$ cat src/verilog/tmsl_defines.vh
/*
 * Constants for the master/slave timer link: the encodings of the master
 * output selector, the trigger source selector and the slave mode selector,
 * plus the register map of the plain software port.
 * Assumes one peripheral clock and a synchronous software register port.
 */
`ifndef TMSL_DEFINES_VH
`define TMSL_DEFINES_VH

// ---------------------------------------------------------------------------
// Master output selector encodings
// ---------------------------------------------------------------------------
`define TMSL_MOS_RESET   3'h0
`define TMSL_MOS_ENABLE  3'h1
`define TMSL_MOS_UPDATE  3'h2
`define TMSL_MOS_OC1     3'h4

// ---------------------------------------------------------------------------
// Trigger source and slave mode encodings
// ---------------------------------------------------------------------------
`define TMSL_TSS_INTERNAL_TRIGGER_ZERO    3'h0
`define TMSL_TSS_TI1     3'h4
`define TMSL_TSS_FILTERED_EXT_TRIGGER    3'h7
`define TMSL_SMS_OFF     3'h0
`define TMSL_SMS_GATED   3'h5
`define TMSL_SMS_TRIG    3'h6
`define TMSL_SMS_EXT1    3'h7

// ---------------------------------------------------------------------------
// Register offsets (word index on the plain port)
// ---------------------------------------------------------------------------
`define TMSL_REG_CTRL    4'h0
`define TMSL_REG_SMODE   4'h1
`define TMSL_REG_EVGEN   4'h2
`define TMSL_REG_STAT    4'h3
`define TMSL_REG_CNT     4'h4
`define TMSL_REG_PSC     4'h5
`define TMSL_REG_ARR     4'h6
`define TMSL_REG_CCR1    4'h7
`define TMSL_REG_OPT     4'h8

// ---------------------------------------------------------------------------
// Field positions
// ---------------------------------------------------------------------------
`define TMSL_CTRL_CEN    0
`define TMSL_CTRL_OC1P   1
`define TMSL_CTRL_MOS_LO 4
`define TMSL_SM_SMS_LO   0
`define TMSL_SM_TSS_LO   4
`define TMSL_SM_MSA      7
`define TMSL_SM_ETP      8
`define TMSL_SM_ETPS_LO  9
`define TMSL_SM_ETF_LO   12
`define TMSL_EG_UG       0
`define TMSL_EG_TG       1
`define TMSL_OPT_ECS_LO  0
`define TMSL_OPT_MSKEN   2

// ---------------------------------------------------------------------------
// Reset values
// ---------------------------------------------------------------------------
`define TMSL_RST_ARR     16'hffff
`define TMSL_RST_ZERO16  16'h0000

`endif

$ cat src/verilog/tmsl_timer.v
/*
 * One general-purpose timer with the master/slave link: trigger output
 * selection, slave mode controller, external trigger conditioning, channel 1
 * compare reference and capture, counter and prescaler.
 * Assumes all inputs synchronous to clk (peripheral clock), software port
 * with one-cycle strobes and read data valid in the cycle after a read.
 */
// The register offsets and the plain strobed port were decided locally.
`include "tmsl_defines.vh"
`timescale 1ns/100ps
`default_nettype none

// Contract
// RULE_01: Selector 010 emits trigger on each update
// RULE_02: Source 000 takes other timer trigger output
// RULE_03: Slave mode 111 counts trigger rising edges
// RULE_04: Selector 1xx drives compare output as trigger
// RULE_05: Selector 100 drives channel one reference
// RULE_06: Gated mode 101 counts while trigger high
// RULE_07: Gating only touches counter enable
// RULE_08: Start or gate keeps current count values
// RULE_09: Update generate resets counter and prescaler
// RULE_10: Trigger mode 110 sets enable until cleared
// RULE_11: Selector 001 drives counter enable state
// RULE_12: Source 100 takes timer input one
// RULE_13: Align bit delays enable before prescaler
// RULE_14: Input one edge starts both, flags set
// RULE_15: Software counter writes take effect
// RULE_16: Internal count clock is peripheral clock
// RULE_17: Peripheral clock also clocks input filters
// RULE_18: External trigger clock chosen by option field
// RULE_19: External trigger: polarity, edge, prescale, filter
// RULE_20: Compare pin equals reference after inversion
// RULE_21: Clock mask ANDed with other timer clock
// RULE_22: Conditioned capture input loads capture register
// RULE_23: Update trigger pulse lasts one cycle
module tmsl_timer (
	input  wire        clk,
	input  wire        rstn,
	input  wire [3:0]  addr,
	input  wire [15:0] wdata,
	input  wire        wr,
	input  wire        rd,
	output reg  [15:0] rdata_ff,
	input  wire        internal_trigger_zero,
	input  wire        timer_input_one,
	input  wire [1:0]  timer_clock_pin,
	input  wire        other_clock_pin,
	input  wire        clock_mask_in,
	output reg         trigger_output_ff,
	output reg         compare_pin_output_ff,
	output reg         masked_clock_ff,
	output reg         trigger_flag_ff
);

	// -----------------------------------------------------------------------
	// Software registers
	// -----------------------------------------------------------------------
	reg        counter_enable_bit_ff;
	reg        oc1_pol_ff;
	reg [2:0]  master_output_select_ff;
	reg [2:0]  slave_mode_select_ff;
	reg [2:0]  trigger_source_select_ff;
	reg        master_slave_align_ff;
	reg        etr_pol_ff;
	reg [1:0]  etr_psc_ff;
	reg [3:0]  etr_filt_ff;
	reg [1:0]  ext_trigger_clock_select_ff;
	reg        mask_en_ff;
	reg [15:0] cnt_ff;
	reg [15:0] psc_ff;
	reg [15:0] pdiv_ff;
	reg [15:0] arr_ff;
	reg [15:0] ccr1_ff;
	reg [15:0] cap1_ff;
	reg        update_flag_ff;

	wire wr_ctrl  = wr && (addr == `TMSL_REG_CTRL);
	wire wr_smode = wr && (addr == `TMSL_REG_SMODE);
	wire wr_evgen = wr && (addr == `TMSL_REG_EVGEN);
	wire wr_stat  = wr && (addr == `TMSL_REG_STAT);
	wire wr_cnt   = wr && (addr == `TMSL_REG_CNT);
	wire update_generate_bit = wr_evgen && wdata[`TMSL_EG_UG];
	wire soft_trig = wr_evgen && wdata[`TMSL_EG_TG];

	// -----------------------------------------------------------------------
	// External trigger conditioning
	// -----------------------------------------------------------------------
	// Option field picks the clock that feeds the external trigger
	wire ext_trigger_in = timer_clock_pin[ext_trigger_clock_select_ff[0]]; // [RULE_18]
	reg        etr_prev_ff;
	reg [2:0]  etr_pcnt_ff;
	reg        conditioned_ext_trigger_ff;
	reg [3:0]  etr_fcnt_ff;
	reg        filtered_ext_trigger_ff;
	wire       etr_pol  = ext_trigger_in ^ etr_pol_ff;
	wire       etr_edge = etr_pol && !etr_prev_ff;
	wire [2:0] etr_div  = (3'h1 << etr_psc_ff) - 3'h1;

	// Polarity, edge, prescale, then a stability filter on clk
	always @(posedge clk or negedge rstn) begin // [RULE_19] [RULE_17]
		if (!rstn) begin
			etr_prev_ff <= 1'b0;
			etr_pcnt_ff <= 3'h0;
			conditioned_ext_trigger_ff <= 1'b0;
			etr_fcnt_ff <= 4'h0;
			filtered_ext_trigger_ff <= 1'b0;
		end else begin
			etr_prev_ff <= etr_pol;
			conditioned_ext_trigger_ff <= 1'b0;
			if (etr_edge) begin
				if (etr_pcnt_ff >= etr_div) begin
					etr_pcnt_ff <= 3'h0;
					conditioned_ext_trigger_ff <= 1'b1;
				end else begin
					etr_pcnt_ff <= etr_pcnt_ff + 3'h1;
				end
			end
			if (conditioned_ext_trigger_ff == filtered_ext_trigger_ff) begin
				etr_fcnt_ff <= 4'h0;
			end else if (etr_fcnt_ff >= etr_filt_ff) begin
				etr_fcnt_ff <= 4'h0;
				filtered_ext_trigger_ff <= conditioned_ext_trigger_ff;
			end else begin
				etr_fcnt_ff <= etr_fcnt_ff + 4'h1;
			end
		end
	end

	// -----------------------------------------------------------------------
	// Trigger selection and slave mode controller
	// -----------------------------------------------------------------------
	reg trgi;
	always @* begin
		case (trigger_source_select_ff)
			`TMSL_TSS_INTERNAL_TRIGGER_ZERO: trgi = internal_trigger_zero; // [RULE_02]
			`TMSL_TSS_TI1:  trgi = timer_input_one;       // [RULE_12]
			`TMSL_TSS_FILTERED_EXT_TRIGGER: trgi = filtered_ext_trigger_ff;
			default:        trgi = 1'b0;
		endcase
	end

	reg  trgi_prev_ff;
	wire trgi_rise = (trgi && !trgi_prev_ff) || soft_trig;
	wire trgi_fall = !trgi && trgi_prev_ff;
	wire is_gated  = (slave_mode_select_ff == `TMSL_SMS_GATED);
	wire is_trig   = (slave_mode_select_ff == `TMSL_SMS_TRIG);
	wire is_ext1   = (slave_mode_select_ff == `TMSL_SMS_EXT1);

	// Gating affects only the enable; count clock stays the internal one
	wire counter_enable_signal = counter_enable_bit_ff &&
		(!is_gated || trgi); // [RULE_06] [RULE_07]

	// Align option holds the enable one cycle before the prescaler
	reg  cen_dly_ff;
	wire cen_eff = master_slave_align_ff ? cen_dly_ff
		: counter_enable_signal; // [RULE_13]

	// Prescaler input: internal clock tick, or trigger edges in mode 111
	wire prescaler_clock_in = is_ext1 ? trgi_rise : 1'b1; // [RULE_03] [RULE_16]
	wire internal_count_clock = cen_eff && prescaler_clock_in;
	wire psc_wrap = internal_count_clock && (pdiv_ff >= psc_ff);
	wire overflow = psc_wrap && (cnt_ff >= arr_ff);
	wire update_event = overflow || update_generate_bit;

	// Control register with trigger-mode set of the enable
	always @(posedge clk or negedge rstn) begin
		if (!rstn) begin
			counter_enable_bit_ff <= 1'b0;
			oc1_pol_ff <= 1'b0;
			master_output_select_ff <= `TMSL_MOS_RESET;
			trgi_prev_ff <= 1'b0;
			cen_dly_ff <= 1'b0;
		end else begin
			trgi_prev_ff <= trgi;
			cen_dly_ff <= counter_enable_signal;
			if (wr_ctrl) begin
				counter_enable_bit_ff <= wdata[`TMSL_CTRL_CEN];
				oc1_pol_ff <= wdata[`TMSL_CTRL_OC1P];
				master_output_select_ff <= wdata[`TMSL_CTRL_MOS_LO+:3];
			end
			if (is_trig && trgi_rise) begin
				counter_enable_bit_ff <= 1'b1; // [RULE_10] [RULE_14]
			end
		end
	end

	// Slave mode, option and compare registers
	always @(posedge clk or negedge rstn) begin
		if (!rstn) begin
			slave_mode_select_ff <= `TMSL_SMS_OFF;
			trigger_source_select_ff <= `TMSL_TSS_INTERNAL_TRIGGER_ZERO;
			master_slave_align_ff <= 1'b0;
			etr_pol_ff <= 1'b0;
			etr_psc_ff <= 2'h0;
			etr_filt_ff <= 4'h0;
			ext_trigger_clock_select_ff <= 2'h0;
			mask_en_ff <= 1'b0;
			psc_ff <= `TMSL_RST_ZERO16;
			arr_ff <= `TMSL_RST_ARR;
			ccr1_ff <= `TMSL_RST_ZERO16;
		end else if (wr) begin
			case (addr)
				`TMSL_REG_SMODE: begin
					slave_mode_select_ff <= wdata[`TMSL_SM_SMS_LO+:3];
					trigger_source_select_ff <= wdata[`TMSL_SM_TSS_LO+:3];
					master_slave_align_ff <= wdata[`TMSL_SM_MSA];
					etr_pol_ff <= wdata[`TMSL_SM_ETP];
					etr_psc_ff <= wdata[`TMSL_SM_ETPS_LO+:2];
					etr_filt_ff <= wdata[`TMSL_SM_ETF_LO+:4];
				end
				`TMSL_REG_PSC:  psc_ff <= wdata;
				`TMSL_REG_ARR:  arr_ff <= wdata;
				`TMSL_REG_CCR1: ccr1_ff <= wdata;
				`TMSL_REG_OPT: begin
					ext_trigger_clock_select_ff <=
						wdata[`TMSL_OPT_ECS_LO+:2];
					mask_en_ff <= wdata[`TMSL_OPT_MSKEN];
				end
				default: begin
				end
			endcase
		end
	end

	// -----------------------------------------------------------------------
	// Counter and prescaler
	// -----------------------------------------------------------------------
	// No reload on start or gate: counting resumes from held values
	always @(posedge clk or negedge rstn) begin // [RULE_08]
		if (!rstn) begin
			cnt_ff <= `TMSL_RST_ZERO16;
			pdiv_ff <= `TMSL_RST_ZERO16;
		end else if (update_generate_bit) begin
			cnt_ff <= `TMSL_RST_ZERO16; // [RULE_09]
			pdiv_ff <= `TMSL_RST_ZERO16;
		end else if (wr_cnt) begin
			cnt_ff <= wdata; // [RULE_15]
		end else if (internal_count_clock) begin
			pdiv_ff <= psc_wrap ? `TMSL_RST_ZERO16 : pdiv_ff + 16'h0001;
			if (psc_wrap) begin
				cnt_ff <= overflow ? `TMSL_RST_ZERO16 : cnt_ff + 16'h0001;
			end
		end
	end

	// -----------------------------------------------------------------------
	// Channel 1 compare reference and capture
	// -----------------------------------------------------------------------
	wire compare_reference = (cnt_ff < ccr1_ff); // active high
	wire channel_one_compare_ref = compare_reference;
	reg  ti1_prev_ff;
	wire prescaled_capture_input = timer_input_one && !ti1_prev_ff;

	// Capture on the edge-detected input, compare pin with polarity
	always @(posedge clk or negedge rstn) begin
		if (!rstn) begin
			ti1_prev_ff <= 1'b0;
			cap1_ff <= `TMSL_RST_ZERO16;
			compare_pin_output_ff <= 1'b0;
			masked_clock_ff <= 1'b0;
		end else begin
			ti1_prev_ff <= timer_input_one;
			if (prescaled_capture_input) begin
				cap1_ff <= cnt_ff; // [RULE_22]
			end
			compare_pin_output_ff <= compare_reference ^ oc1_pol_ff; // [RULE_20]
			masked_clock_ff <= mask_en_ff ?
				(clock_mask_in && other_clock_pin) : other_clock_pin; // [RULE_21]
		end
	end

	// -----------------------------------------------------------------------
	// Master trigger output and flags
	// -----------------------------------------------------------------------
	// Update pulse is one cycle wide; enable and reference are levels
	always @(posedge clk or negedge rstn) begin
		if (!rstn) begin
			trigger_output_ff <= 1'b0;
			trigger_flag_ff <= 1'b0;
			update_flag_ff <= 1'b0;
		end else begin
			if (master_output_select_ff[2]) begin
				trigger_output_ff <= channel_one_compare_ref; // [RULE_04] [RULE_05]
			end else if (master_output_select_ff == `TMSL_MOS_ENABLE) begin
				trigger_output_ff <= cen_eff; // [RULE_11]
			end else if (master_output_select_ff == `TMSL_MOS_UPDATE) begin
				trigger_output_ff <= update_event; // [RULE_01] [RULE_23]
			end else begin
				trigger_output_ff <= update_generate_bit;
			end
			// Set beats a clear written in the same cycle
			if ((is_trig && trgi_rise) ||
				(is_gated && (trgi_rise || trgi_fall))) begin
				trigger_flag_ff <= 1'b1; // [RULE_14]
			end else if (wr_stat && wdata[1]) begin
				trigger_flag_ff <= 1'b0;
			end
			if (update_event) begin
				update_flag_ff <= 1'b1;
			end else if (wr_stat && wdata[0]) begin
				update_flag_ff <= 1'b0;
			end
		end
	end

	// -----------------------------------------------------------------------
	// Read port
	// -----------------------------------------------------------------------
	always @(posedge clk or negedge rstn) begin
		if (!rstn) begin
			rdata_ff <= `TMSL_RST_ZERO16;
		end else if (rd) begin
			case (addr)
				`TMSL_REG_CTRL: rdata_ff <= {9'h000, master_output_select_ff,
					2'h0, oc1_pol_ff, counter_enable_bit_ff};
				`TMSL_REG_SMODE: rdata_ff <= {etr_filt_ff, 1'b0, etr_psc_ff,
					etr_pol_ff, master_slave_align_ff,
					trigger_source_select_ff, 1'b0, slave_mode_select_ff};
				`TMSL_REG_STAT: rdata_ff <= {13'h0000, cen_eff,
					trigger_flag_ff, update_flag_ff};
				`TMSL_REG_CNT:  rdata_ff <= cnt_ff;
				`TMSL_REG_PSC:  rdata_ff <= psc_ff;
				`TMSL_REG_ARR:  rdata_ff <= arr_ff;
				`TMSL_REG_CCR1: rdata_ff <= cap1_ff;
				`TMSL_REG_OPT:  rdata_ff <= {13'h0000, mask_en_ff,
					ext_trigger_clock_select_ff};
				default:        rdata_ff <= `TMSL_RST_ZERO16;
			endcase
		end else begin
			rdata_ff <= `TMSL_RST_ZERO16;
		end
	end

endmodule // tmsl_timer

`default_nettype wire

$ cat config.mk
export PLATFORM = sky130hd
export DESIGN_NAME = tmsl_timer
export DESIGN_NICKNAME = d
export VERILOG_FILES = /design/src/verilog/tmsl_timer.v
export VERILOG_INCLUDE_DIRS = /design/src /design/src/verilog
export SDC_FILE = /design/constraint.sdc
export NUM_CORES = 1
export LEC_CHECK = 0
export BUFFER_PORTS_ARGS = -buffer_cell sky130_fd_sc_hd__buf_2
export CORE_UTILIZATION = 55
export CTS_CLUSTER_DIAMETER = 60
export DETAILED_ROUTE_END_ITERATION = 8
export GPL_TIMING_DRIVEN = 0
export PLACE_DENSITY = 0.83
export SLEW_MARGIN = 15
export SYNTH_ARGS = -nofsm -noshare
export SYNTH_HDL_FRONTEND = slang
export SYNTH_SLANG_ARGS = --single-unit
$ cat constraint.sdc
create_clock -name clk -period 4 [get_ports clk]
set_input_delay 0.8 -clock clk [delete_from_list [all_inputs] [get_ports clk]]
set_output_delay 0.8 -clock clk [all_outputs]
set_load 0.02 [all_outputs]
Yosys cells after proc, flatten, opt, wreduce, memory -nomap -nowiden
Index checks and enable logic that the tools add are counted.
{"block": "op_classes", "n_addsub": 5, "magnitude_cmp": 6, "eq_ne": 17, "shift": 1, "muxes": 31, "bitwise_logic": 3, "reduce_logical": 45}
{"cell": "16-bit 2-to-1 mux", "count": 10}
{"cell": "16-bit one-hot mux with 8 select lines", "count": 1}
{"cell": "16-bit by 1-bit adder with 16-bit output (second input constant)", "count": 2}
{"cell": "16-bit >= comparator", "count": 2}
{"cell": "1-bit logical AND", "count": 19}
{"cell": "4-bit by 3-bit equality test with 1-bit output (second input constant)", "count": 4}
{"cell": "16-bit less-than comparator", "count": 1}
{"cell": "1-bit 2-to-1 mux", "count": 16}
{"cell": "2-bit AND reduction", "count": 8}
{"cell": "3-bit equality test (second input constant)", "count": 5}
{"cell": "4-bit by 2-bit equality test with 1-bit output (second input constant)", "count": 2}
{"cell": "4-bit 2-to-1 mux", "count": 2}
{"cell": "2-bit nonzero test", "count": 4}
{"cell": "3-bit nonzero test", "count": 2}
{"cell": "1-bit logical NOT", "count": 5}
{"cell": "1-bit logical OR", "count": 5}
{"cell": "4-bit by 1-bit adder with 4-bit output (second input constant)", "count": 1}
{"cell": "4-bit by 1-bit equality test with 1-bit output (second input constant)", "count": 1}
{"cell": "4-bit equality test (second input constant)", "count": 1}
{"cell": "4-bit >= comparator", "count": 1}
{"cell": "4-bit logical NOT", "count": 1}
{"cell": "3-bit by 1-bit adder with 3-bit output (second input constant)", "count": 1}
{"cell": "3-bit by 1-bit equality test with 1-bit output (second input constant)", "count": 1}
{"cell": "3-bit by 2-bit equality test with 1-bit output (second input constant)", "count": 1}
{"cell": "other kinds (11)", "count": 12}
{"block": "word_totals", "reg_bits": 152, "output_inout_bits": 20, "elab_cells": 139}

Logic depth before layout (Yosys ltp)
Gate-level depths: netlist (run 1).
{"block": "depth", "word_depth": 13, "mapped_depth": 11, "depth_no_buf": 9}

Worst setup path after synthesis (run 1)
No wires, ideal clock.
{"block": "synth_timing", "kind": "register to register", "from": "reg arr_ff[4]", "to": "reg cnt_ff[0]", "setup_ns": 0.092, "t_arrival_ns": 2.401, "slack_ns": 1.508, "path_stages_with_launch": 12, "path_buffers": 2, "period_less_slack_ns": 2.492, "path_cell_list": "dfstp_2 -> inv_1 -> ha_1 -> o21a_1 -> o211ai_1 -> a211oi_1 -> a2111o_1 -> buf_2 -> nor3_2 -> buf_4 -> nor2_1 -> o31ai_2"}
{"block": "synth_via", "elab_chain_cells": 7}
{"item": "from (decl)", "line_no": "tmsl_timer.v:73", "rtl": "reg [15:0] arr_ff;"}
{"item": "from (signal assigned)", "line_no": "tmsl_timer.v:200", "rtl": "arr_ff <= `TMSL_RST_ARR;"}
{"item": "from (signal assigned)", "line_no": "tmsl_timer.v:213", "rtl": "`TMSL_REG_ARR: arr_ff <= wdata;"}
{"item": "16-bit >= comparator", "line_no": "tmsl_timer.v:163", "rtl": "wire overflow = psc_wrap && (cnt_ff >= arr_ff);"}
{"item": "1-bit logical AND", "line_no": "tmsl_timer.v:163"}
{"item": "16-bit 2-to-1 mux", "line_no": "tmsl_timer.v:242", "rtl": "cnt_ff <= overflow ? `TMSL_RST_ZERO16 : cnt_ff + 16'h0001;"}
{"item": "16-bit 2-to-1 mux", "line_no": "tmsl_timer.v:241", "rtl": "if (psc_wrap) begin"}
{"item": "16-bit 2-to-1 mux", "line_no": "tmsl_timer.v:239", "rtl": "end else if (internal_count_clock) begin"}
{"item": "16-bit 2-to-1 mux", "line_no": "tmsl_timer.v:237", "rtl": "end else if (wr_cnt) begin"}
{"item": "16-bit 2-to-1 mux", "line_no": "tmsl_timer.v:234", "rtl": "end else if (update_generate_bit) begin"}
{"item": "to (signal assigned)", "line_no": "tmsl_timer.v:235", "rtl": "cnt_ff <= `TMSL_RST_ZERO16;"}
{"item": "to (signal assigned)", "line_no": "tmsl_timer.v:238", "rtl": "cnt_ff <= wdata;"}
{"item": "to (signal assigned)", "line_no": "tmsl_timer.v:242"}
{"item": "to (decl)", "line_no": "tmsl_timer.v:70", "rtl": "reg [15:0] cnt_ff;"}
No other way between the ends. The select of a mux whose other input is x is not followed.
A chain may end at the register's enable or synchronous reset.

Worst setup path in the final report (run 1)
{"block": "layout_timing", "from": "reg cnt_ff[0]", "to": "reg cnt_ff[0]"}
{"block": "layout_via", "elab_chain_cells": 7, "elab_cells_between_ends": 8, "cone_classes": "add/sub (1); order compare (1); mux (5); reduce/logical (1)"}
{"item": "from (signal assigned)", "line_no": "tmsl_timer.v:232", "rtl": "cnt_ff <= `TMSL_RST_ZERO16;"}
{"item": "from (signal assigned)", "line_no": "tmsl_timer.v:235"}
{"item": "from (signal assigned)", "line_no": "tmsl_timer.v:238"}
{"item": "16-bit >= comparator", "line_no": "tmsl_timer.v:163"}
{"item": "1-bit logical AND", "line_no": "tmsl_timer.v:163"}
{"item": "16-bit 2-to-1 mux *", "line_no": "tmsl_timer.v:242"}
{"item": "16-bit 2-to-1 mux *", "line_no": "tmsl_timer.v:241"}
{"item": "16-bit 2-to-1 mux *", "line_no": "tmsl_timer.v:239"}
{"item": "16-bit 2-to-1 mux *", "line_no": "tmsl_timer.v:237"}
{"item": "16-bit 2-to-1 mux *", "line_no": "tmsl_timer.v:234"}
Mark *: on every way between the ends. The rest lies on a longest branch, timed or not. The select of a mux whose other input is x is not followed.

==> flow_metrics.py, run 1 <==
metrics = {
    "final_layout": {
        "diodes": 0,
        "nets": 959,
        "drive_above_1_share_pct": 22.5,
        "syn_to_final_growth_pct": 12.9,
    },
    "die": {
        "die_y_um": 125,
        "initial_core_util_pct": 57.1,
        "die_w_um": 125,
        "die_area_um2": 15700,
        "coreArea_um2": 14700,
        "io_pins": 50,
        "rows": 44,
    },
    "logic_synthesis": {
        "synth-edff-count": 0,
        "yosys_most_used_dff": "dfrtp_1",
        "yosys-top-cells-count": "136 x dfrtp_1, 86 x mux2_2, 67 x inv_1",
        "synth_seq_area_share_pct": 45.6,
        "yosys_warnings": 0,
        "synth_area_leader_cell": "dfrtp_1",
        "synth_cells": 805,
        "synth_area_per_cell_um2": 10.4,
        "synth_top_area_share_pct": 40.6,
        "synthesis.area_um2": 8390,
        "async_flop_share_pct": 100,
        "yosysMostFrequentCell": "dfrtp_1",
        "synth_fp_nets": 893,
        "yosys-top-cells-area": "dfrtp_1 41%, mux2_2 12%, ha_1 8.7%",
        "synth_cell_types": 60,
        "ys_ff_latch": 152,
    },
    "setup_path": {
        "critical_path.max_fanout": 10,
        "worstPathCellList": "inv_1 -> ha_1 -> nand2b_1 -> a211oi_1 -> o211ai_1 -> a2111o_1 -> buf_2 -> nor3_2 -> buf_4 -> nor2_1 -> o31ai_2",
        "slowest_stage": "dfrtp_1",
        "critPathArrivalTime_ps": 3540,
        "critPathKind": "flop to flop",
        "cp.required_ps": 4320,
        "cp-end-kind": "flop",
        "path_buf_inv": 3,
        "cp.depth": 11,
        "path_delay_family": "compound AO/OA/AOI/OAI gates",
        "cpPeakStageDelay_ps": 450,
        "reg2reg_depth": 11,
        "start_kind": "flop",
    },
    "clock_network": {
        "numCtsBuffers": 17,
        "numClockSinks": 152,
        "cts_setup_buffers": 0,
        "h-tree-depth": 4,
        "postCtsResizedCells": 0,
        "clk_latency_ps": 430,
        "cts_tree": "built",
        "ctsLongestPathBuffers": 2,
        "cts.clk_slew.worst_paths_ps": 60,
        "ctsHoldBuffers": 0,
        "clock-root-buffer": "clkbuf_16",
    },
    "global_routing": {
        "antenna_found_initial": 0,
        "grt_first_pass_wirelength_um": 34400,
        "grt_usage_pct": 28.5,
        "grt_max_degree": 94,
        "grt_overflow": 0,
        "grt_pass1_vias": 6674,
    },
    "outcome": {
        "outcome": "complete, but fails checks",
        "violations": "DRC",
    },
    "placement": {
        "dp_slack_ps": 944,
        "dpl.hpwl_um": 15200,
        "portBuffers": 46,
        "routabilityCongestion": 0.945,
    },
    "pwr": {
        "cellPowerDensity_nw_per_um2": 599,
        "vdd_drop_max_v": 0.000419,
        "power.leakage_nw": 4.33,
    },
    "route": {
        "dr_total_vias": 6718,
        "wl_um": 21100,
        "drt-vias-per-instance": 6.30,
        "firstDrtPassIters": 7,
        "wire_per_inst_um": 19.8,
        "drt_iter0_drc": 535,
        "drcViolationCount": 2,
        "drtAntennaViolNets": 0,
    },
    "sta": {
        "final-setup-viol-count": 0,
        "fin_worst_skew_ps": 13.6,
        "max-slew-margin-rel_pct": 50.9,
        "final_hold_viol_count": 0,
        "hold-worst-slack_ps": 309,
        "setup_ws_ps": 783,
        "rsz0062_at_grt": "false",
        "period_needed_ps": 3220,
        "finalCritPeriodShare_pct": 80.4,
        "drv_slew": 0,
        "tightest_slew_ps": 730,
        "max_freq_mhz": 311,
    },
    "run": {
        "cap_violations": 0,
    },
    "min_path": {
        "holdCritPathClass": "primary input to async pin",
    },
}
-- cell usage in the layout (no fill, tap or decap), types with 25 or more instances in the layout --
cell and instances:
mux2_2 86, a21oi_1 33, nand2_1 65, inv_1 67, dfrtp_1 136, buf_2 50
ha_1 58, a22oi_1 32, o21ai_0 35, clkbuf_1 25
-- layer usage --
| layer | vias up | share of wire (%) | wire, um | global-route usage (%) |
|---|---|---|---|---|
| li1 | 3067 | - | - | - |
| met1 | 3321 | 43 | 9030 | 37.3 |
| met2 | 277 | 47 | 9950 | 45.8 |
| met3 | 53 | 7.0 | 1470 | 6.76 |
| met4 | 0 | 3.0 | 626 | 11.1 |
| met5 | - | 0 | 0 | 0 |
-- cells by family after synthesis --
| group | count (synthesis) | synth area share (%) |
|---|---|---|
| xor gates and xnor gates | 6 | 0.627 |
| buffers and inverters | 101 | 4.77 |
| muxes | 93 | 12.4 |
| DFF | 152 | 45.6 |
| AOI/OAI and AO/OA | 186 | 14.9 |
| adders and majority gates | 58 | 8.65 |
| and+or+nand+nor | 209 | 13.1 |
-- final cells by class --
| class | instances | area [um2] |
|---|---|---|
| plain buffers | 34 | 149 |
| multi-input cells | 552 | 4160 |
| inverters | 67 | 251 |
| fillers | 1156 | 5230 |
| repair buffers | 47 | 268 |
| flip-flops and latches | 152 | 3820 |
| clock inverters | 11 | 124 |
| clock buffers | 20 | 457 |
| well taps | 184 | 230 |
-- report_power, final --
group	internal (mW)	switching [mW]	leakage, nW
Clock	0.947	0.644	0.278
Sequential	1.94	0.432	1.89
Combinational	0.773	0.935	2.17
-- path summary, 6_finish.rpt --
path / slack (ps) / start / end
worst max-delay path: 780 / cnt_ff[0] / cnt_ff[0]
worst min-delay path: 310 / rstn / rdata_ff[1]
worst max register to register: 780 / cnt_ff[0] / cnt_ff[0]
worst min register to register: 480 / mask_en_ff / masked_clock_ff
max in group asynchronous: 2870 / rstn / arr_ff[13]
min in group clk: 480 / mask_en_ff / masked_clock_ff
-- per-stage QoR --
stage	instance area (um2)	instances	total power, mW	TNS [ps]	util (%)
global placement	8850	1035	3.94	-5430	60.2
floorplan	8390	805	3.47	0	-
detailed placement	8890	1036	4.04	0	60.5
global route	9470	1067	6.01	0	64.4
finish	9470	1067	5.68	0	64.4
CTS	9470	1067	5.66	0	64.4
-- state kept, by name, summed over array words and instances (netlist names), 4 cells and up --
name and flops:
arr_ff 16, cap1_ff 16, ccr1_ff 16, cnt_ff 16
etr_fcnt_ff 4, etr_filt_ff 4, pdiv_ff 16, psc_ff 16
rdata_ff 16
(Power assumes the default switching activity.)
==> run 2, diff against run 1 <==
--- a/config.mk
+++ b/config.mk
@@ -6,6 +6,7 @@
 export SDC_FILE = /design/constraint.sdc
 export NUM_CORES = 1
 export LEC_CHECK = 0
+export ABC_AREA = 1
 export BUFFER_PORTS_ARGS = -buffer_cell sky130_fd_sc_hd__buf_2
 export CORE_UTILIZATION = 55
 export CTS_CLUSTER_DIAMETER = 60
==> constraint.sdc (replaced) <==
create_clock -name clk -period 3.35 [get_ports clk]
set_input_delay 0.67 -clock clk [delete_from_list [all_inputs] [get_ports clk]]
set_output_delay 0.67 -clock clk [all_outputs]
set_load 0.02 [all_outputs]
==> flow_metrics.py, run 2 <==
metrics = {
    "setup_path": {
        "critPathArrivalTime_ps": 3010,
        "cpPeakStageDelay_ps": 400,
        "slowest_stage": "dfrtp_1",
        "critPathKind": "flop to flop",
        "cp-end-kind": "flop",
        "cp.required_ps": 3720,
        "regToRegEndpoint": "cnt_ff[9]",
        "start_kind": "flop",
        "worstReg2RegStart": "psc_ff[13]",
        "worstPathCellList": "inv_1 -> ha_1 -> a21oi_1 -> o21ai_0 -> a21oi_1 -> nand3_1 -> nand2_4 -> nand2_2 -> nor2_4 -> buf_2 -> nand2_1 -> nand2_1",
        "critical_path.max_fanout": 10,
        "path_buf_inv": 2,
        "path_delay_family": "simple AND/OR/NAND/NOR gates",
        "reg2reg_depth": 12,
        "r2r_slack_ps": 710,
    },
    "route": {
        "dr_total_vias": 7912,
        "drcViolationCount": 0,
        "firstDrtPassIters": 5,
        "drt-vias-per-instance": 5.81,
        "wire_per_inst_um": 17.2,
        "wl_um": 23400,
        "drt_iter0_drc": 757,
        "drtAntennaViolNets": 0,
    },
    "final_layout": {
        "syn_to_final_growth_pct": 13.3,
        "multi_input_area_um2": 4080,
        "fill_cells": 1260,
        "drive_above_1_share_pct": 10.3,
        "diodes": 0,
        "layout.cells.non_filler": 1362,
        "final_core_util_pct": 63.9,
        "nets": 1249,
        "most-common-layout-cells": "334 x nand2_1, 138 x inv_1, 136 x dfrtp_1",
        "ff_latch_area_um2": 3820,
        "layout_commonest_cell": "nand2_1",
        "finalInstanceArea_um2": 9720,
    },
    "clock_network": {
        "numCtsBuffers": 17,
        "cts_setup_buffers": 0,
        "numClockSinks": 152,
        "ctsHoldBuffers": 0,
        "clk_latency_ps": 440,
        "cts_tree": "built",
        "clock-root-buffer": "clkbuf_16",
        "cts.clk_slew.worst_paths_ps": 60,
        "postCtsResizedCells": 0,
        "h-tree-depth": 4,
        "ctsLongestPathBuffers": 2,
    },
    "global_routing": {
        "grt_overflow": 0,
        "grt_first_pass_wirelength_um": 38400,
        "antenna_found_initial": 0,
        "grt_usage_pct": 31.3,
        "grt_pass1_vias": 7577,
        "grt_max_degree": 81,
    },
    "min_path": {
        "holdCritPathClass": "primary input to async pin",
    },
    "placement": {
        "dp.cells": 1330,
        "post_dp_cell_area_um2": 9090,
        "dpl.hpwl_um": 17300,
        "portBuffers": 48,
        "dp_slack_ps": 785,
        "routabilityCongestion": 0.981,
    },
    "logic_synthesis": {
        "yosys_warnings": 0,
        "async_flop_share_pct": 100,
        "synth_seq_area_share_pct": 44.6,
        "synth_area_leader_cell": "dfrtp_1",
        "synth_cell_types": 44,
        "yosys-top-cells-area": "dfrtp_1 40%, nand2_1 15%, ha_1 8.5%",
        "synth_fp_nets": 1181,
        "synth_area_per_cell_um2": 7.85,
        "yosysMostFrequentCell": "nand2_1",
        "ys_ff_latch": 152,
        "yosys_most_used_dff": "dfrtp_1",
        "synth-edff-count": 0,
        "synth_cells": 1093,
        "synth_top_area_share_pct": 39.7,
        "yosys-top-cells-count": "334 x nand2_1, 138 x inv_1, 136 x dfrtp_1",
        "synthesis.area_um2": 8580,
    },
    "sta": {
        "final-setup-viol-count": 0,
        "tightest_slew_ps": 630,
        "hold-worst-slack_ps": 210,
        "final.setup.tns_ps": 0,
        "setup_ws_ps": 715,
        "fin_worst_skew_ps": 8.82,
        "final_hold_viol_count": 0,
        "period_needed_ps": 2640,
        "rsz0062_at_grt": "false",
        "max-slew-margin-rel_pct": 57.8,
        "finalCritPeriodShare_pct": 78.7,
        "max_freq_mhz": 380,
        "drv_slew": 0,
    },
    "die": {
        "coreArea_um2": 15200,
        "io_pins": 50,
        "die_y_um": 127,
        "rows": 45,
        "die_w_um": 127,
        "initial_core_util_pct": 56.4,
        "die_area_um2": 16100,
    },
    "run": {
        "cap_violations": 0,
    },
    "outcome": {
        "outcome": "completed",
    },
    "pwr": {
        "cellPowerDensity_nw_per_um2": 730,
        "fin_total_pwr_mw": 7.10,
        "vdd_drop_max_v": 0.000426,
        "power.leakage_nw": 4.97,
    },
}
-- run 2: power breakdown --
| group | leakage (nW) | internal [mW] | switching [mW] |
|---|---|---|---|
| sequential | 1.95 | 2.31 | 0.471 |
| combinational | 2.72 | 0.841 | 1.42 |
| clock | 0.298 | 1.26 | 0.801 |
| total | 4.97 | 4.41 | 2.69 |
-- run 2: area by class of cell --
cell class,instances,area share [%]
inverters,142,5.48
repair buffers,49,2.86
multi-input cells,766,42.0
plain buffers,33,1.44
well taps,188,2.42
clock buffers,19,4.45
clock inverters,13,2.02
flip-flops and latches,152,39.3
-- run 2: how the worst max path moves through the flow --
stage                     start            to  cells after the start
finish               psc_ff[13]     cnt_ff[9]                     12
global route          psc_ff[2]     cnt_ff[9]                     16
CTS                 pdiv_ff[11]     cnt_ff[9]                     11
detailed placement      addr[2]    ccr1_ff[0]                      8
global placement           rstn  rdata_ff[14]                      1
floorplan                    wr    cnt_ff[11]                     13
-- run 2: kinds of logic (layout without fill, tap and decap cells) --
family                     count (synthesis)  after routing  synth area share, %
AOI/OAI and AO/OA                        212            212                 14.0
muxes                                      2              2                0.263
and+or+nand+nor                          472            472                 22.6
xor gates and xnor gates                  22             22                 2.25
adders and majority gates                 58             58                 8.46
buffers and inverters                    175            256                 7.85
DFF                                      152            152                 44.6
-- run 2: per-layer routing --
layer	vias up	wire length, um	GRT usage (%)
met5	-	0	0
met4	0	1330	18.3
met3	87	1580	4.34
met2	351	10900	50.5
met1	3761	9600	40.4
li1	3713	-	-
==> run 3, diff against run 2 <==
==> constraint.sdc (replaced) <==
create_clock -name clk -period 2.5 [get_ports clk]
set_input_delay 0.5 -clock clk [delete_from_list [all_inputs] [get_ports clk]]
set_output_delay 0.5 -clock clk [all_outputs]
set_load 0.02 [all_outputs]
==> flow_metrics.py, run 3 (synthesized netlist as in run 2, its figures left out) <==
metrics = {
    "setup_path": {
        "critPathArrivalTime_ps": 2750,
        "cp.required_ps": 2870,
        "start_kind": "flop",
        "cp-end-kind": "flop",
        "critical_path.max_fanout": 10,
        "critPathKind": "flop to flop",
        "reg2reg_depth": 11,
    },
    "clock_network": {
        "numClockSinks": 152,
        "cts_tree": "built",
        "clock-root-buffer": "clkbuf_16",
        "numCtsBuffers": 17,
        "h-tree-depth": 4,
        "cts.clk_slew.worst_paths_ps": 60,
        "ctsLongestPathBuffers": 2,
        "clk_latency_ps": 430,
    },
    "die": {
        "rows": 45,
        "die_area_um2": 16100,
        "die_y_um": 127,
        "io_pins": 50,
        "coreArea_um2": 15200,
        "die_w_um": 127,
        "initial_core_util_pct": 56.4,
    },
    "global_routing": {
        "grt_pass1_vias": 7601,
        "grt_usage_pct": 31.3,
        "grt_first_pass_wirelength_um": 38500,
        "grt_max_degree": 81,
        "antenna_found_initial": 0,
        "grt_overflow": 0,
    },
    "final_layout": {
        "syn_to_final_growth_pct": 13.9,
        "finalInstanceArea_um2": 9770,
        "drive_above_1_share_pct": 10.9,
        "layout_commonest_cell": "nand2_1",
        "nets": 1254,
        "diodes": 0,
        "most-common-layout-cells": "334 x nand2_1, 138 x inv_1, 136 x dfrtp_1",
        "fill_cells": 1258,
        "final_core_util_pct": 64.2,
    },
    "sta": {
        "max_freq_mhz": 419,
        "drv_slew": 0,
        "setup_ws_ps": 115,
        "final-setup-viol-count": 0,
        "final_hold_viol_count": 0,
        "hold-worst-slack_ps": 39.8,
        "tightest_slew_ps": 675,
        "period_needed_ps": 2380,
        "fin_worst_skew_ps": 7.62,
        "finalCritPeriodShare_pct": 95.4,
        "max-slew-margin-rel_pct": 54.8,
    },
    "placement": {
        "portBuffers": 48,
        "dpl.hpwl_um": 17300,
        "post_dp_cell_area_um2": 9090,
        "routabilityCongestion": 0.981,
        "dp_slack_ps": 20.0,
    },
    "route": {
        "drtAntennaViolNets": 0,
        "drcViolationCount": 0,
        "firstDrtPassIters": 5,
        "wire_per_inst_um": 17.3,
        "dr_total_vias": 7945,
        "drt-vias-per-instance": 5.81,
        "drt_iter0_drc": 775,
        "wl_um": 23600,
    },
    "pwr": {
        "vdd_drop_max_v": 0.000571,
        "power.leakage_nw": 5.00,
        "cellPowerDensity_nw_per_um2": 977,
    },
    "run": {
        "cap_violations": 0,
    },
    "outcome": {
        "outcome": "completed",
    },
    "min_path": {
        "holdCritPathClass": "primary input to async pin",
    },
}
run 3: changes by cell type in the layout (fill, tap and decap cells not counted):
| cell | previous run | this run |
|---|---|---|
| buf_4 | 0 | 5 |
| buf_2 | 54 | 53 |
| clkbuf_4 | 0 | 1 |
| nand3_1 | 45 | 44 |
| nand3_2 | 1 | 2 |
| nor2_1 | 46 | 45 |
| nor2_2 | 3 | 4 |
run 3: critical path: stages (launching register included):
cell and delay (ps):
dfrtp_1 460, ha_1 340, a21oi_1 150, o21ai_0 90, a21oi_1 170, nand3_2 210
nand2_4 160, nand2_2 120, nor2_4 210, clkbuf_4 240, nand2_1 80, nand2_1 90
run 3: path summary, 6_finish.rpt:
kind | start | endpoint | slack [ps]
min | rstn | cnt_ff[2] | 40
min in group clk | timer_input_one | ti1_prev_ff | 200
max reg2reg | pdiv_ff[11] | cnt_ff[9] | 120
max in group asynchronous | rstn | arr_ff[9] | 1650
min reg2reg | ccr1_ff[10] | ccr1_ff[10] | 490
max | pdiv_ff[11] | cnt_ff[9] | 120
run 3: through the flow:
step           TNS [ps]  power (mW)  cells
2_1_floorplan         0        5.76   1093
4_1_cts               0        9.48   1362
3_3_place_gp    -176500        6.54   1329
3_5_place_dp          0        6.69   1330
5_1_grt           -23.7        10.2   1367
6_report              0        9.54   1367
run 3: area by class of cell:
class                           instances  area (um2)  share of cell area, %
Multi-Input combinational cell        766        4090                   41.9
Clock inverter                         13         196                   2.01
Tap cell                              188         235                   2.41
Inverter                              142         533                   5.46
Clock buffer                           19         433                   4.43
Sequential cell                       152        3820                   39.1
Buffer                                 33         143                   1.46
Timing Repair Buffer                   54         315                   3.23
run 3: metal layers:
layer	GRT usage (%)	share of wire [%]	up-vias
met2	50.6	47	382
li1	-	-	3730
met1	40.4	41	3747
met5	0	0	-
met4	18.3	5.7	0
met3	4.34	7.1	86
run 3: what timing repair did:
action                     in CTS  in global routing
buffers inserted                0                  5
pin swaps                       0                  3
setup endpoints to repair      10                 10
gates resized for setup         1                  2
hold buffers                    0                  0
run 3: report_power, final:
group          internal (mW)  switching [mW]  leakage (nW)
combinational           1.14            1.93          2.75
clock                   1.68            1.06         0.298
sequential              3.10           0.635          1.95
total                   5.92            3.63          5.00
